<file path="config.mk">
export PLATFORM = sky130hd
export DESIGN_NAME = cdr_config_regs
export DESIGN_NICKNAME = d
export VERILOG_FILES = /design/src/unused_placeholder_removed.sv /design/src/cdr_pkg.sv /design/src/cdr_match_if.sv /design/src/cdr_config_regs.sv /design/src/cdr_desc_match.sv
export SDC_FILE = /design/constraint.sdc
export NUM_CORES = 1
export LEC_CHECK = 0
export BUFFER_PORTS_ARGS = -buffer_cell sky130_fd_sc_hd__buf_4
export CAP_MARGIN = 10
export CORE_MARGIN = 1.5
export CORE_UTILIZATION = 30
export DETAILED_ROUTE_END_ITERATION = 10
export PLACE_DENSITY = 0.54
export SYNTH_ARGS = -nofsm -noshare
export SYNTH_HDL_FRONTEND = slang
export SYNTH_SLANG_ARGS = --single-unit
export TNS_END_PERCENT = 10
</file>
<file path="constraint.sdc">
create_clock -name core_clk_i -period 3 [get_ports core_clk_i]
set_input_delay 0.6 -clock core_clk_i [delete_from_list [all_inputs] [get_ports core_clk_i]]
set_output_delay 0.6 -clock core_clk_i [all_outputs]
set_load 0.01 [all_outputs]
</file>
<file path="src/unused_placeholder_removed.sv">
`timescale 1ns/1ps

</file>
<file path="src/cdr_pkg.sv">
// constants, field positions and types of the coprocessor decode config bank
// assumes msb-first field numbering mapped to lsb-0 indexes (field bit n -> index 31-n)
package cdr_pkg;
	localparam int unsigned NUM_DESC       = 8;
	localparam int unsigned ADDR_W         = 10;
	localparam logic [9:0]  GEN_OFS        = 10'h000;
	localparam logic [9:0]  DESC_OFS       = 10'h001;
	// general register fields
	localparam int unsigned G_RELOAD       = 31;
	localparam int unsigned G_MEMOP_OFF    = 26;
	localparam int unsigned G_CUSTOM_OFF   = 25;
	localparam int unsigned G_CUSTOM_NB    = 24;
	localparam int unsigned G_FLOAT_OFF    = 23;
	localparam int unsigned G_FCOMPLEX_OFF = 22;
	localparam int unsigned G_FLOAT_NB     = 16;
	localparam int unsigned G_STORE_COMMIT = 15;
	localparam int unsigned G_MEMOP_PRIV   = 14;
	localparam int unsigned G_ALIGN        = 11;
	localparam int unsigned G_LE_TRAP      = 10;
	localparam int unsigned G_BE_TRAP      = 9;
	localparam int unsigned G_BE_STEER     = 8;
	localparam int unsigned G_DIVIDE       = 7;
	localparam int unsigned G_COP_EN       = 0;
	localparam logic [31:0] GEN_RW_MASK    = 32'h07F1_CF81;
	// descriptor fields
	localparam int unsigned D_PRIM_SEL     = 31;
	localparam int unsigned D_EXT_HI       = 30;
	localparam int unsigned D_EXT_LO       = 20;
	localparam int unsigned D_PRIV         = 19;
	localparam int unsigned D_RA           = 18;
	localparam int unsigned D_RB           = 17;
	localparam int unsigned D_WB           = 16;
	localparam int unsigned D_OV           = 15;
	localparam int unsigned D_CA           = 14;
	localparam int unsigned D_CR_HI        = 13;
	localparam int unsigned D_CR_LO        = 11;
	localparam int unsigned D_CLS_HI       = 5;
	localparam int unsigned D_CLS_LO       = 4;
	localparam int unsigned D_PTR_HI       = 3;
	localparam int unsigned D_PTR_LO       = 1;
	localparam int unsigned D_EN           = 0;
	localparam logic [31:0] DESC_RW_MASK   = 32'hFFFF_F83F;
	localparam logic [5:0]  PRIM_OP_ZERO   = 6'h00;
	localparam logic [5:0]  PRIM_OP_FOUR   = 6'h04;
	typedef enum logic [1:0] {
		CLS_BLOCKING    = 2'h0,
		CLS_NONBLOCKING = 2'h1,
		CLS_AUTONOMOUS  = 2'h2,
		CLS_POINTER     = 2'h3
	} cdr_class_e;
endpackage : cdr_pkg

</file>
<file path="src/cdr_match_if.sv">
// descriptor table and instruction into the matcher, hit and index back
// assumes the owner drives desc and instr every cycle
`timescale 1ns/1ps
interface cdr_match_if #(parameter int unsigned N = 8);
	logic [31:0]          desc [N];
	logic [31:0]          instr;
	logic                 hit;
	logic [$clog2(N)-1:0] idx;
	modport owner (output desc, output instr, input hit, input idx);
	modport matcher (input desc, input instr, output hit, output idx);
endinterface : cdr_match_if

</file>
<file path="src/cdr_config_regs.sv">
// coprocessor decode config bank: general register, descriptors, local decode
// assumes single-cycle side config bus strobes and decode inputs synchronous to core_clk_i
`timescale 1ns/1ps
module cdr_config_regs #(
	parameter int unsigned N = cdr_pkg::NUM_DESC
) (
	input  wire logic                        core_clk_i,
	input  wire logic                        rst_i,
	input  wire logic [31:0]                 ctl_tieoff_i,
	input  wire logic [31:0]                 desc_tieoff_i [N],
	input  wire logic [cdr_pkg::ADDR_W-1:0]  cfg_addr_i,
	input  wire logic                        cfg_rd_i,
	input  wire logic                        cfg_wr_i,
	input  wire logic [31:0]                 cfg_wdata_i,
	output logic      [31:0]                 cfg_rdata_o,
	output logic                             cfg_ack_o,
	input  wire logic                        instr_valid_i,
	input  wire logic [31:0]                 instr_i,
	input  wire logic                        instr_memop_i,
	input  wire logic                        instr_float_i,
	input  wire logic [2:0]                  float_group_i,
	input  wire logic                        instr_divide_i,
	input  wire logic                        privileged_i,
	input  wire logic [31:0]                 mem_addr_i,
	input  wire logic [2:0]                  mem_size_i,
	input  wire logic                        access_endian_flag_i,
	input  wire logic                        store_done_i,
	input  wire logic [31:0]                 coprocessor_result_i,
	output logic                             dec_valid_o,
	output logic                             dec_custom_o,
	output logic                             dec_memop_o,
	output logic                             dec_float_o,
	output logic                             dec_divide_o,
	output logic      [$clog2(N)-1:0]        dec_index_o,
	output logic      [1:0]                  dec_class_o,
	output logic                             dec_nonblocking_o,
	output logic                             priv_fault_o,
	output logic                             first_operand_needed_o,
	output logic                             second_operand_needed_o,
	output logic                             result_writeback_o,
	output logic                             overflow_return_enable_o,
	output logic                             carry_return_enable_o,
	output logic      [2:0]                  condition_field_select_o,
	output logic      [31:0]                 mem_addr_o,
	output logic                             align_exc_o,
	output logic                             commit_point_signal_o,
	output logic      [31:0]                 store_data_o
);
	localparam int unsigned IW = $clog2(N);

	function automatic logic [31:0] byte_rev(input logic [31:0] v);
		return {v[7:0], v[15:8], v[23:16], v[31:24]};
	endfunction : byte_rev

	function automatic logic [31:0] natural_align(input logic [31:0] a, input logic [2:0] sz);
		logic [31:0] low;
		low = (32'h0000_0001 << sz) - 32'h0000_0001;
		return a & ~low;
	endfunction : natural_align

	////////////////////////////////////////////////////////////////////////////
	// registers

	logic [31:0]   gen_ff;
	logic [31:0]   desc_ff [N];
	logic [IW-1:0] rd_ptr_ff;

	logic          wr_gen;
	logic          wr_desc;
	logic          rd_gen;
	logic          rd_desc;
	logic          reload;
	logic          ghost;
	logic [IW-1:0] wr_ptr;

	assign wr_gen  = cfg_wr_i && (cfg_addr_i == cdr_pkg::GEN_OFS);
	assign wr_desc = cfg_wr_i && (cfg_addr_i == cdr_pkg::DESC_OFS);
	assign rd_gen  = cfg_rd_i && (cfg_addr_i == cdr_pkg::GEN_OFS);
	assign rd_desc = cfg_rd_i && (cfg_addr_i == cdr_pkg::DESC_OFS);
	assign reload  = wr_gen && cfg_wdata_i[cdr_pkg::G_RELOAD];
	assign ghost   = cfg_wdata_i[cdr_pkg::D_CLS_HI:cdr_pkg::D_CLS_LO] == cdr_pkg::CLS_POINTER;
	assign wr_ptr  = cfg_wdata_i[cdr_pkg::D_PTR_LO +: IW];

	// reload bit self-clears, never stored
	always_ff @(posedge core_clk_i) begin
		if (rst_i || reload) begin
			gen_ff <= ctl_tieoff_i & cdr_pkg::GEN_RW_MASK;
		end else if (wr_gen) begin
			gen_ff <= cfg_wdata_i & cdr_pkg::GEN_RW_MASK;
		end
	end

	always_ff @(posedge core_clk_i) begin
		if (rst_i || reload) begin
			for (int i = 0; i < N; i++) begin
				desc_ff[i] <= desc_tieoff_i[i] & cdr_pkg::DESC_RW_MASK;
			end
		end else if (wr_desc && !ghost) begin
			desc_ff[wr_ptr] <= cfg_wdata_i & cdr_pkg::DESC_RW_MASK;
		end
	end

	always_ff @(posedge core_clk_i) begin
		if (rst_i) begin
			rd_ptr_ff <= '0;
		end else if (wr_desc && ghost) begin
			rd_ptr_ff <= wr_ptr;
		end else if (rd_desc) begin
			rd_ptr_ff <= rd_ptr_ff + 1'b1;
		end
	end

	// every strobe is answered next cycle; unmapped reads return zero
	always_ff @(posedge core_clk_i) begin
		if (rst_i) begin
			cfg_ack_o   <= 1'b0;
			cfg_rdata_o <= 32'h0000_0000;
		end else begin
			cfg_ack_o   <= cfg_rd_i || cfg_wr_i;
			cfg_rdata_o <= rd_gen ? gen_ff : (rd_desc ? desc_ff[rd_ptr_ff] : 32'h0000_0000);
		end
	end

	////////////////////////////////////////////////////////////////////////////
	// instruction decode

	cdr_match_if #(.N(N)) mif ();

	assign mif.desc  = desc_ff;
	assign mif.instr = instr_i;

	cdr_desc_match #(.N(N)) u_match (
		.m (mif.matcher)
	);

	logic        cop_en;
	logic        custom_ok;
	logic        memop_ok;
	logic        float_ok;
	logic        divide_ok;
	logic [31:0] hit_desc;
	logic [1:0]  hit_cls;

	assign cop_en    = gen_ff[cdr_pkg::G_COP_EN];
	assign custom_ok = cop_en && mif.hit && !gen_ff[cdr_pkg::G_CUSTOM_OFF];
	assign memop_ok  = cop_en && instr_memop_i && !gen_ff[cdr_pkg::G_MEMOP_OFF] &&
		!gen_ff[cdr_pkg::G_CUSTOM_OFF];
	assign float_ok  = cop_en && instr_float_i && !gen_ff[cdr_pkg::G_FLOAT_OFF] &&
		!(|(float_group_i & gen_ff[cdr_pkg::G_FCOMPLEX_OFF -: 3]));
	assign divide_ok = cop_en && instr_divide_i && gen_ff[cdr_pkg::G_DIVIDE];
	assign hit_desc  = desc_ff[mif.idx];
	assign hit_cls   = hit_desc[cdr_pkg::D_CLS_HI:cdr_pkg::D_CLS_LO];

	always_ff @(posedge core_clk_i) begin
		if (rst_i) begin
			dec_valid_o  <= 1'b0;
			dec_custom_o <= 1'b0;
			dec_memop_o  <= 1'b0;
			dec_float_o  <= 1'b0;
			dec_divide_o <= 1'b0;
		end else begin
			dec_valid_o  <= instr_valid_i && (custom_ok || memop_ok || float_ok || divide_ok);
			dec_custom_o <= instr_valid_i && custom_ok;
			dec_memop_o  <= instr_valid_i && memop_ok;
			dec_float_o  <= instr_valid_i && float_ok;
			dec_divide_o <= instr_valid_i && divide_ok;
		end
	end

	// custom descriptor attributes, held from the matching descriptor
	always_ff @(posedge core_clk_i) begin
		if (rst_i) begin
			dec_index_o              <= '0;
			dec_class_o              <= cdr_pkg::CLS_BLOCKING;
			first_operand_needed_o   <= 1'b0;
			second_operand_needed_o  <= 1'b0;
			result_writeback_o       <= 1'b0;
			overflow_return_enable_o <= 1'b0;
			carry_return_enable_o    <= 1'b0;
			condition_field_select_o <= 3'h0;
		end else if (instr_valid_i && custom_ok) begin
			dec_index_o              <= mif.idx;
			dec_class_o              <= hit_cls;
			first_operand_needed_o   <= hit_desc[cdr_pkg::D_RA];
			second_operand_needed_o  <= hit_desc[cdr_pkg::D_RB];
			result_writeback_o       <= hit_desc[cdr_pkg::D_WB];
			overflow_return_enable_o <= hit_desc[cdr_pkg::D_OV];
			carry_return_enable_o    <= hit_desc[cdr_pkg::D_CA];
			condition_field_select_o <= hit_desc[cdr_pkg::D_CR_HI:cdr_pkg::D_CR_LO];
		end
	end

	always_ff @(posedge core_clk_i) begin
		if (rst_i) begin
			dec_nonblocking_o <= 1'b0;
			priv_fault_o      <= 1'b0;
		end else begin
			dec_nonblocking_o <= instr_valid_i && ((custom_ok && (hit_cls == cdr_pkg::CLS_NONBLOCKING ||
				gen_ff[cdr_pkg::G_CUSTOM_NB])) || (float_ok && gen_ff[cdr_pkg::G_FLOAT_NB]));
			priv_fault_o <= instr_valid_i && !privileged_i &&
				((custom_ok && hit_desc[cdr_pkg::D_PRIV]) ||
				(memop_ok && gen_ff[cdr_pkg::G_MEMOP_PRIV]));
		end
	end

	////////////////////////////////////////////////////////////////////////////
	// load/store path

	always_ff @(posedge core_clk_i) begin
		if (rst_i) begin
			mem_addr_o  <= 32'h0000_0000;
			align_exc_o <= 1'b0;
		end else begin
			mem_addr_o  <= gen_ff[cdr_pkg::G_ALIGN] ? natural_align(mem_addr_i, mem_size_i) : mem_addr_i;
			align_exc_o <= instr_valid_i && memop_ok &&
				((gen_ff[cdr_pkg::G_LE_TRAP] && access_endian_flag_i) ||
				(gen_ff[cdr_pkg::G_BE_TRAP] && !access_endian_flag_i));
		end
	end

	always_ff @(posedge core_clk_i) begin
		if (rst_i) begin
			commit_point_signal_o <= 1'b0;
			store_data_o          <= 32'h0000_0000;
		end else begin
			commit_point_signal_o <= cop_en && gen_ff[cdr_pkg::G_STORE_COMMIT] && store_done_i;
			store_data_o <= (access_endian_flag_i && !gen_ff[cdr_pkg::G_BE_STEER]) ?
				byte_rev(coprocessor_result_i) : coprocessor_result_i;
		end
	end
endmodule : cdr_config_regs

</file>
<file path="src/cdr_desc_match.sv">
// combinational custom instruction matcher over all descriptors
// assumes the owner registers hit and idx before they leave the block
`timescale 1ns/1ps
module cdr_desc_match #(
	parameter int unsigned N = 8
) (
	cdr_match_if.matcher m
);
	function automatic logic desc_hit(input logic [31:0] d, input logic [31:0] ins);
		logic [5:0] prim;
		prim = d[cdr_pkg::D_PRIM_SEL] ? cdr_pkg::PRIM_OP_FOUR : cdr_pkg::PRIM_OP_ZERO;
		return d[cdr_pkg::D_EN] && (ins[31:26] == prim) &&
			(ins[10:0] == d[cdr_pkg::D_EXT_HI:cdr_pkg::D_EXT_LO]);
	endfunction : desc_hit

	logic [N-1:0] hits;

	for (genvar g = 0; g < N; g++) begin : g_desc
		assign hits[g] = desc_hit(m.desc[g], m.instr);
	end

	// lowest index wins when several descriptors match
	always_comb begin
		m.hit = |hits;
		m.idx = '0;
		for (int i = N - 1; i >= 0; i--) begin
			if (hits[i]) begin
				m.idx = i[$clog2(N)-1:0];
			end
		end
	end
endmodule : cdr_desc_match

</file>
## Yosys cells after proc, flatten, opt, wreduce, memory -nomap -nowiden

Cells that the tools add are included.

| storage, ports and cells | value |
|---|---|
| register bits after elaboration | 394 |
| bits of input ports | 443 |
| output and inout bits | 119 |
| word-level logic and storage cells | 184 |

| cells by class | value |
|---|---|
| add/subtract/negate cells | 2 |
| order comparisons | 4 |
| eq/ne operators | 19 |
| shift-type cells | 1 |
| muxes and demuxes | 35 |
| bitwise logic cells | 7 |
| reductions and logical operators | 76 |

Operator list:

| operator | number |
|---|---|
| $mux 256 | 2 |
| $bwmux 256 | 1 |
| $bmux 32 s3 | 2 |
| $mux 32 | 5 |
| $mux 27 | 4 |
| $demux 32 s3 | 1 |
| $eq 11x11->1 | 8 |
| $mux 3 | 18 |
| $logic_and 1x1->1 | 52 |
| $eq 6x6->1 | 8 |
| $mux 20 | 2 |
| $and 32x32->32 | 1 |
| $not 32->32 | 1 |
| $shl 1x3->32 const A | 1 |
| $sub 32x1->32 const B | 1 |
| $ge 4x4->1 const B | 3 |
| $not 3->4 | 3 |
| $eq 10x1->1 const B | 1 |
| $logic_not 10->1 | 1 |
| $logic_or 1x1->1 | 9 |
| $logic_not 1->1 | 8 |
| $reduce_or 8->1 | 1 |
| $reduce_bool 2->1 | 3 |
| $reduce_or 3->1 | 2 |
| other kinds (6) | 6 |

## Longest topological paths before layout

Gate-level depths: netlist of the first run.

| logic depth | value |
|---|---|
| depth in word-level cells | 21 |
| depth in mapped cells | 13 |
| gate-level depth less buffers | 10 |

## Hierarchy

A second synthesis of the first run with hierarchy kept.

| second synthesis, totals | value |
|---|---|
| cells, all modules | 1317 |
| area total of the unflattened synthesis | 17247.8 µm² |

Modules (own cells, without submodules):

| module | instances | cells an instance | area each (µm²) | sequential area each (µm²) |
|---|---|---|---|---|
| cdr_config_regs | 1 | 1148 | 15954.1 | 9389.0 |
| cdr_desc_match | 1 | 169 | 1293.7 | 0.0 |

## Worst setup path before layout of the first run

No wires, ideal clock.

| timing | value |
|---|---|
| kind | input -> register |
| start point | input port cfg_addr_i[7] (netlist name) |
| end point | register desc_ff[32] (netlist name), enable pin |
| library setup time | 0.384 ns |
| arrival | 2.635 ns |
| data required time | 2.616 ns |
| slack | -0.019 ns |
| stages on the path | 10 |
| buffers on the path | 1 |
| cells stage by stage | nor4_1 > nand2_1 > nor4_1 > nand2_1 > nor2_1 > nand2_1 > nor2_1 > nand3_1 > clkbuf_1 > nand2_1 |

| between the ends | value |
|---|---|
| word-level cells in the longest chain between the ends | 5 |
| elaborated cells between the ends (all ways) | 8 |
| classes of those cells | eq/ne (1); reduce/logical (7) |

Ends and longest elaborated chain:

| item | RTL line | text |
|---|---|---|
| start, declared | cdr_config_regs.sv:11 | `input wire logic [cdr_pkg::ADDR_W-1:0] cfg_addr_i,` |
| $logic_not 10->1 | cdr_config_regs.sv:76 | `assign wr_gen = cfg_wr_i && (cfg_addr_i == cdr_pkg::GEN_OFS);` |
| $logic_and 1x1->1 | cdr_config_regs.sv:76 |  |
| $logic_and 1x1->1 | cdr_config_regs.sv:80 | `assign reload = wr_gen && cfg_wdata_i[cdr_pkg::G_RELOAD];` |
| $logic_or 1x1->1 | cdr_config_regs.sv:94 | `if (rst_i \|\| reload) begin` |
| $reduce_bool 2->1 (no source line) * | - |  |
| end signal, assigned by index | cdr_config_regs.sv:96 | `desc_ff[i] <= desc_tieoff_i[i] & cdr_pkg::DESC_RW_MASK;` |
| end signal, assigned by index | cdr_config_regs.sv:99 | `desc_ff[wr_ptr] <= cfg_wdata_i & cdr_pkg::DESC_RW_MASK;` |
| end, declared | cdr_config_regs.sv:65 | `logic [31:0] desc_ff [N];` |

Every way passes the cells marked *; elsewhere a longest branch is shown, timed or not.
A chain may end at the register's enable or synchronous reset.

## Worst setup path after layout of the first run

| timing | value |
|---|---|
| start point | register desc_ff[91] (netlist name) |
| end point | register carry_return_enable_o |

| between the ends | value |
|---|---|
| word-level cells in the longest chain between the ends | 12 |
| elaborated cells between the ends (all ways) | 16 |
| classes of those cells | eq/ne (1); mux (9); bitwise (1); reduce/logical (5) |

Ends and longest elaborated chain:

| item | RTL line | text |
|---|---|---|
| $eq 11x11->1 * | cdr_desc_match.sv:13 | `(ins[10:0] == d[cdr_pkg::D_EXT_HI:cdr_pkg::D_EXT_LO]);` |
| $logic_and 1x1->1 * | cdr_desc_match.sv:12 | `return d[cdr_pkg::D_EN] && (ins[31:26] == prim) &&` |
| $mux 3 (6 in a row) | cdr_desc_match.sv:27 | `if (hits[i]) begin` |
| $not 3->4 (implied by the code) | cdr_config_regs.sv:151 | `assign hit_desc = desc_ff[mif.idx];` |
| $bmux 32 s3 | cdr_config_regs.sv:151 |  |
| $mux 20 (implied by the code) (2 in a row) | cdr_config_regs.sv:151 |  |
| end signal, assigned | cdr_config_regs.sv:188 | `carry_return_enable_o <= hit_desc[cdr_pkg::D_CA];` |
| end, declared | cdr_config_regs.sv:42 | `output logic carry_return_enable_o,` |

Every way passes the cells marked *; elsewhere a longest branch is shown, timed or not. The select of a mux whose other input is x is not followed.

==> impl_metrics.env, run 1 <==
export IMPL_layout_drive_gt1_share_pct=38.2
export IMPL_p_per_area_mw_per_mm2=510
export IMPL_place_congestion=0.911
export IMPL_peakVddDrop_mv=0.384
export IMPL_reg2reg_from="desc_ff[91]"
export IMPL_first_pass_iters=7
export IMPL_reg2regPathDepth=14
export IMPL_fin_crit_sh_pct=100
export IMPL_synth_cells=1592
export IMPL_synth_top_area_share_pct=40.7
export IMPL_wl_per_cell_um=24.9
export IMPL_setup_tns_ps=0
export IMPL_cp_slowest_stage_delay_ps=410
export IMPL_final_cell_mix="buf_4 (602), nand2_1 (358), edfxtp_1 (232)"
export IMPL_dpl_cell_area_sq_mm=0.0231
export IMPL_hold_depth=2
export IMPL_cts_hold_buf=0
export IMPL_status="finished, final reports clean"
export IMPL_clk_path_buf_depth=3
export IMPL_route_detailed_drc=0
export IMPL_finalNetCount=2626
export IMPL_synth_area_sq_mm=0.0171
export IMPL_ys_types=52
export IMPL_rsz0062_at_grt="true"
export IMPL_routed_wirelength_mm=74.2
export IMPL_initial_core_util_pct=30.4
export IMPL_slew_violations=0
export IMPL_crit_type="reg2reg"
export IMPL_fin_crit_ps=3000
export IMPL_fin_cells=2978
export IMPL_io_pins=562
export IMPL_cts_tree="yes"
export IMPL_ant_nets=0
export IMPL_layout_commonest_cell="buf_4"
export IMPL_fp_dieW_um=242
export IMPL_h_tree_depth=2
export IMPL_crit_top_cell="buf_4"
export IMPL_leakage_nw=9.82
export IMPL_grt_pass1_vias=15300
export IMPL_track_usage_pct=24.8
export IMPL_clkTransAtPathRegs_ps=60
export IMPL_clock_skew_ps=36.9
export IMPL_synthTopCellsByArea="edfxtp_1 (41%), dfxtp_1 (14%), nand2_1 (8.0%)"
export IMPL_crit_chain="xnor2_1, buf_4, nand3_1, nor4_1, buf_4, nor4_4, and3b_2, buf_12, buf_4, buf_12, mux2i_1, a211oi_1, a21oi_1, a211oi_1"
export IMPL_reg2reg_to="carry_return_enable_o"
export IMPL_ys_seq_elements=353
export IMPL_die_h_um=242
export IMPL_avgSynthCellArea_sq_um=10.8
export IMPL_required_ps=3470
export IMPL_yosysTopAreaCell="edfxtp_1"
export IMPL_grt_pass1_wl_mm=105
export IMPL_io_buffer_count=488
export IMPL_syn_to_final_growth_pct=44.8
export IMPL_core_region_area_sq_mm=0.0564
export IMPL_whs_endpoint="priv_fault_o"
export IMPL_root_buffer="clkbuf_16"
export IMPL_setup_viol=0
export IMPL_slew_headroom_pct=51.5
export IMPL_min_from="privileged_i"
export IMPL_viasPerCell=5.07
export IMPL_num_vias=15100
export IMPL_synth_async_reset_ratio_pct=0
export IMPL_num_rows=87
export IMPL_timing_critical_path_slowest_stage_cell="edfxtp_1"
export IMPL_synth_fp_nets=2037
export IMPL_die_area_sq_mm=0.0585
export IMPL_hpwl_mm=57.0
export IMPL_antenna_found_initial=11
export IMPL_synth_edff_count=232
export IMPL_hold_class="in2reg"
export IMPL_critPathLaunchType="flip-flop"
export IMPL_grt_overflow=0
export IMPL_synth_flop_cell="edfxtp_1"
export IMPL_grt_max_degree=49
export IMPL_drv_cap=0
export IMPL_stdcell_area_sq_mm=0.0248
export IMPL_worst_pin_slew_ps=727
export IMPL_ys_seq_area_share_pct=54.8
export IMPL_worst_skew_pair_late_latency_ps=590
export IMPL_dpl_cell_count=2887
export IMPL_endpoint_kind="flip-flop"
export IMPL_hold_viol=0
export IMPL_arrival_ps=3470
export IMPL_critPathMaxFanout=14
export IMPL_ys_warn_count=0
export IMPL_drtIter0Drc=1141
export IMPL_max_freq_mhz=333
export IMPL_reg2reg_setup_slack_ps=0.3
export IMPL_clock_sinks=353
export IMPL_cts_buffers=43
-- worst max-delay path by stage --
stage / depth (start not counted) / end / from
finish: 14 / carry_return_enable_o / desc_ff[91]
global route: 15 / result_writeback_o / desc_ff[92]
CTS: 14 / condition_field_select_o[1] / desc_ff[52]
detailed placement: 15 / dec_nonblocking_o / instr_i[0]
global placement: 15 / dec_nonblocking_o / instr_i[0]
floorplan: 9 / desc_ff[224] / cfg_addr_i[7]
-- metal layers --
metal | up-vias | wire, um | global-route usage (%)
met3 | 123 | 6240 | 5.99
met4 | 6 | 2570 | 9.69
li1 | 6882 | - | -
met1 | 7367 | 30900 | 32.0
met5 | - | 37 | 0
met2 | 716 | 34400 | 40.1
-- final cells by class --
type / count / area (sq um)
Antenna cell: 7 / 17.5
Clock buffer: 53 / 1170
Clock inverter: 26 / 205
Fill cell: 5382 / 31600
Inverter: 6 / 22.5
Multi-Input combinational cell: 1119 / 7430
Sequential cell: 353 / 9400
Tap cell: 756 / 946
Timing Repair Buffer: 658 / 5590
-- metrics by stage --
stage          utilization [%]  setup WS (ps)  hold slack (ps)  total power [mW]
4_1_cts                   43.7           1.50              196              12.7
3_3_place_gp              40.9           -602              466              7.55
3_5_place_dp              40.9           -622              464              7.57
6_report                  44.0          0.297              227              12.6
2_1_floorplan                -          -15.2              434              6.45
5_1_grt                   44.0           -129              212              13.1
-- what timing repair did --
item	CTS	global route
resized for setup	24	27
pin swaps	4	11
gates cloned	1	0
setup endpoints to repair	11	12
buffers inserted	4	0
-- cell families (layout without fill, tap and decap cells) --
logic type,after synthesis,count (layout),synth area share [%]
AO/OA/AOI/OAI,330,330,10.6
XOR/XNOR,99,99,5.06
adder cells (fa/ha/maj),2,2,0.146
buffers and inverters,120,743,3.41
flip-flops,353,353,54.8
multiplexers,119,119,10.9
other,1,8,0.0219
AND/OR/NAND/NOR,568,568,15.0
-- report_power, final --
| group | internal (mW) | leakage (nW) | switching, mW |
|---|---|---|---|
| Clock | 2.96 | 0.681 | 2.18 |
| Combinational | 0.907 | 5.91 | 0.856 |
| Sequential | 5.54 | 3.23 | 0.206 |
-- Yosys cell counts (13+ instances only) --
master and instances:
dfxtp_1 121, mux4_2 54, nor2_1 51, nor2b_1 50, nand2_1 367, a211oi_1 37
clkbuf_1 76, edfxtp_1 232, o21ai_0 217, a21oi_1 58, xor2_1 13, mux2i_1 63
xnor2_1 86, nand4_1 25, and2_1 18
-- registers in the layout, summed over array words and instances (netlist names), 2 cells and up --
signal                    flops
dec_index_o                   3
mem_addr_o                   32
desc_ff                     216
gen_ff                       16
store_data_o                 32
rd_ptr_ff                     3
condition_field_select_o      3
cfg_rdata_o                  31
dec_class_o                   2
-- critical path: cells and delay by family (launching register included) --
kind / cells / cell delay, ps
buf+inv: 5 / 800
mux: 1 / 80
simple gates: 4 / 870
xor+xnor: 1 / 160
flops: 1 / 410
compound gates: 3 / 580
Power figures use the tool's default switching activity.
==> inputs of run 2 (changes only) <==
--- a/config.mk
+++ b/config.mk
@@ -10,7 +10,7 @@
 export CORE_MARGIN = 1.5
 export CORE_UTILIZATION = 30
 export DETAILED_ROUTE_END_ITERATION = 10
-export PLACE_DENSITY = 0.54
+export PLACE_DENSITY = 0.52
 export SYNTH_ARGS = -nofsm -noshare
 export SYNTH_HDL_FRONTEND = slang
 export SYNTH_SLANG_ARGS = --single-unit
==> constraint.sdc (replaced) <==
create_clock -name core_clk_i -period 3.9 [get_ports core_clk_i]
set_input_delay 0.78 -clock core_clk_i [delete_from_list [all_inputs] [get_ports core_clk_i]]
set_output_delay 0.78 -clock core_clk_i [all_outputs]
set_load 0.01 [all_outputs]
==> impl_metrics.env, run 2 (same netlist as run 1, synthesis figures left out) <==
export IMPL_status="finished, final reports clean"
export IMPL_p_sw_mw=2.39
export IMPL_fin_crit_sh_pct=82.6
export IMPL_hold_viol=0
export IMPL_clock_sinks=353
export IMPL_syn_to_final_growth_pct=35.3
export IMPL_setup_tns_ps=0
export IMPL_wl_per_cell_um=25.9
export IMPL_min_from="privileged_i"
export IMPL_hpwl_mm=55.9
export IMPL_num_vias=14700
export IMPL_power_frac_seq_pct=46.3
export IMPL_setup_viol=0
export IMPL_place_congestion=0.926
export IMPL_io_pins=562
export IMPL_die_area_sq_mm=0.0585
export IMPL_drv_cap=0
export IMPL_regMostFlops="desc_ff"
export IMPL_io_buffer_count=488
export IMPL_endpoint_kind="flip-flop"
export IMPL_finalNetCount=2520
export IMPL_wl_met2_mm=35.4
export IMPL_slew_headroom_pct=31.6
export IMPL_fin_crit_ps=3220
export IMPL_cts_tree="yes"
export IMPL_clock_skew_ps=28.2
export IMPL_route_detailed_drc=0
export IMPL_clkPwrFrac_pct=41.0
export IMPL_clkTransAtPathRegs_ps=60
export IMPL_layout_commonest_cell="buf_4"
export IMPL_cts_buffers=42
export IMPL_root_buffer="clkbuf_16"
export IMPL_grt_max_degree=85
export IMPL_p_int_mw=7.12
export IMPL_final_cell_mix="buf_4 (546), nand2_1 (359), edfxtp_1 (232)"
export IMPL_leakage_nw=8.99
export IMPL_cts_setup_buffers=0
export IMPL_cts_hold_buf=0
export IMPL_track_usage_pct=24.9
export IMPL_largest_reg_flops=216
export IMPL_grt_pass1_wl_mm=105
export IMPL_fill_cells=5548
export IMPL_grt_overflow=0
export IMPL_wl_met3_mm=6.33
export IMPL_worst_skew_pair_late_latency_ps=580
export IMPL_antenna_found_initial=11
export IMPL_post_cts_resized_instances=0
export IMPL_fp_dieW_um=242
export IMPL_reg2reg_from="desc_ff[158]"
export IMPL_critPathLaunch="desc_ff[158]"
export IMPL_layout_drive_gt1_share_pct=33.1
export IMPL_die_h_um=242
export IMPL_drtIter0Drc=1169
export IMPL_wl_met1_mm=30.6
export IMPL_clk_path_buf_depth=3
export IMPL_crit_type="reg2reg"
export IMPL_num_rows=87
export IMPL_h_tree_depth=2
export IMPL_slew_violations=0
export IMPL_required_ps=4380
export IMPL_top_layer="met5"
export IMPL_critPathLaunchType="flip-flop"
export IMPL_combPwrFrac_pct=12.7
export IMPL_rsz0062_at_grt="false"
export IMPL_p_per_area_mw_per_mm2=410
export IMPL_switching_share_pct=25.1
export IMPL_viasPerCell=5.12
export IMPL_hold_class="in2reg"
export IMPL_routed_wirelength_mm=74.2
export IMPL_initial_core_util_pct=30.4
export IMPL_first_pass_iters=5
export IMPL_core_region_area_sq_mm=0.0564
export IMPL_largestRegisters="desc_ff (216), mem_addr_o (32), store_data_o (32)"
export IMPL_fin_hold_ws_ps=366
export IMPL_critPathMaxFanout=17
export IMPL_ant_nets=0
export IMPL_worst_pin_slew_ps=1030
export IMPL_arrival_ps=3700
export IMPL_max_freq_mhz=310
export IMPL_peakVddDrop_mv=0.246
export IMPL_grt_pass1_vias=14900
-- run 2: metal layers --
metal	vias to the layer above	global-route usage, %
li1	6653	-
met4	18	6.12
met3	100	6.49
met2	678	41.6
met5	-	0
met1	7219	32.0
-- run 2: power by group through the flow --
| stage | Sequential [mW] | Combinational, mW | Clock, mW |
|---|---|---|---|
| after global routing | 4.43 | 1.29 | 4.11 |
| after global placement | 4.48 | 1.19 | 0 |
| after CTS | 4.41 | 1.21 | 3.97 |
| after floorplan | 4.44 | 0.522 | 0 |
| after detailed placement | 4.49 | 1.20 | 0 |
| final | 4.41 | 1.21 | 3.90 |
-- run 2: critical path, stage by stage, from the launching register on --
cell and delay, ps:
edfxtp_1 440, xnor2_1 330, nand4_1 230, nor4_1 550, nor2_1 170, and3b_2 290
buf_12 160, buf_4 220, nor2b_1 130, a211oi_1 50, a211oi_1 230, a21oi_1 90
a211oi_1 220
-- run 2: final timing paths --
kind / to / slack (ps) / cells after the start
setup reg to reg: condition_field_select_o[2] / 680 / 12
setup / recovery: condition_field_select_o[2] / 680 / 12
hold reg to reg: cfg_rdata_o[10] / 480 / 1
hold / removal: priv_fault_o / 370 / 2
-- run 2: per-stage QoR --
step | utilization [%] | power, mW | instances | cell area (sq um) | setup WS (ps)
after floorplan | - | 4.96 | 1592 | 17100 | 701
after CTS | 41.1 | 9.59 | 2865 | 23200 | 724
after global routing | 41.1 | 9.84 | 2866 | 23200 | 596
final | 41.1 | 9.51 | 2866 | 23200 | 679
after detailed placement | 38.7 | 5.69 | 2787 | 21800 | 124
after global placement | 38.7 | 5.67 | 2787 | 21800 | 149
-- run 2: cell type report --
cell class / count / area, sq um / area share, %
flip-flops and latches: 353 / 9400 / 40.6
multi-input cells: 1119 / 7200 / 31.1
repair buffers: 553 / 4240 / 18.3
clock buffers: 63 / 1210 / 5.23
well taps: 756 / 946 / 4.08
clock inverters: 15 / 146 / 0.632
inverters: 6 / 22.5 / 0.0972
diodes: 1 / 2.50 / 0.0108
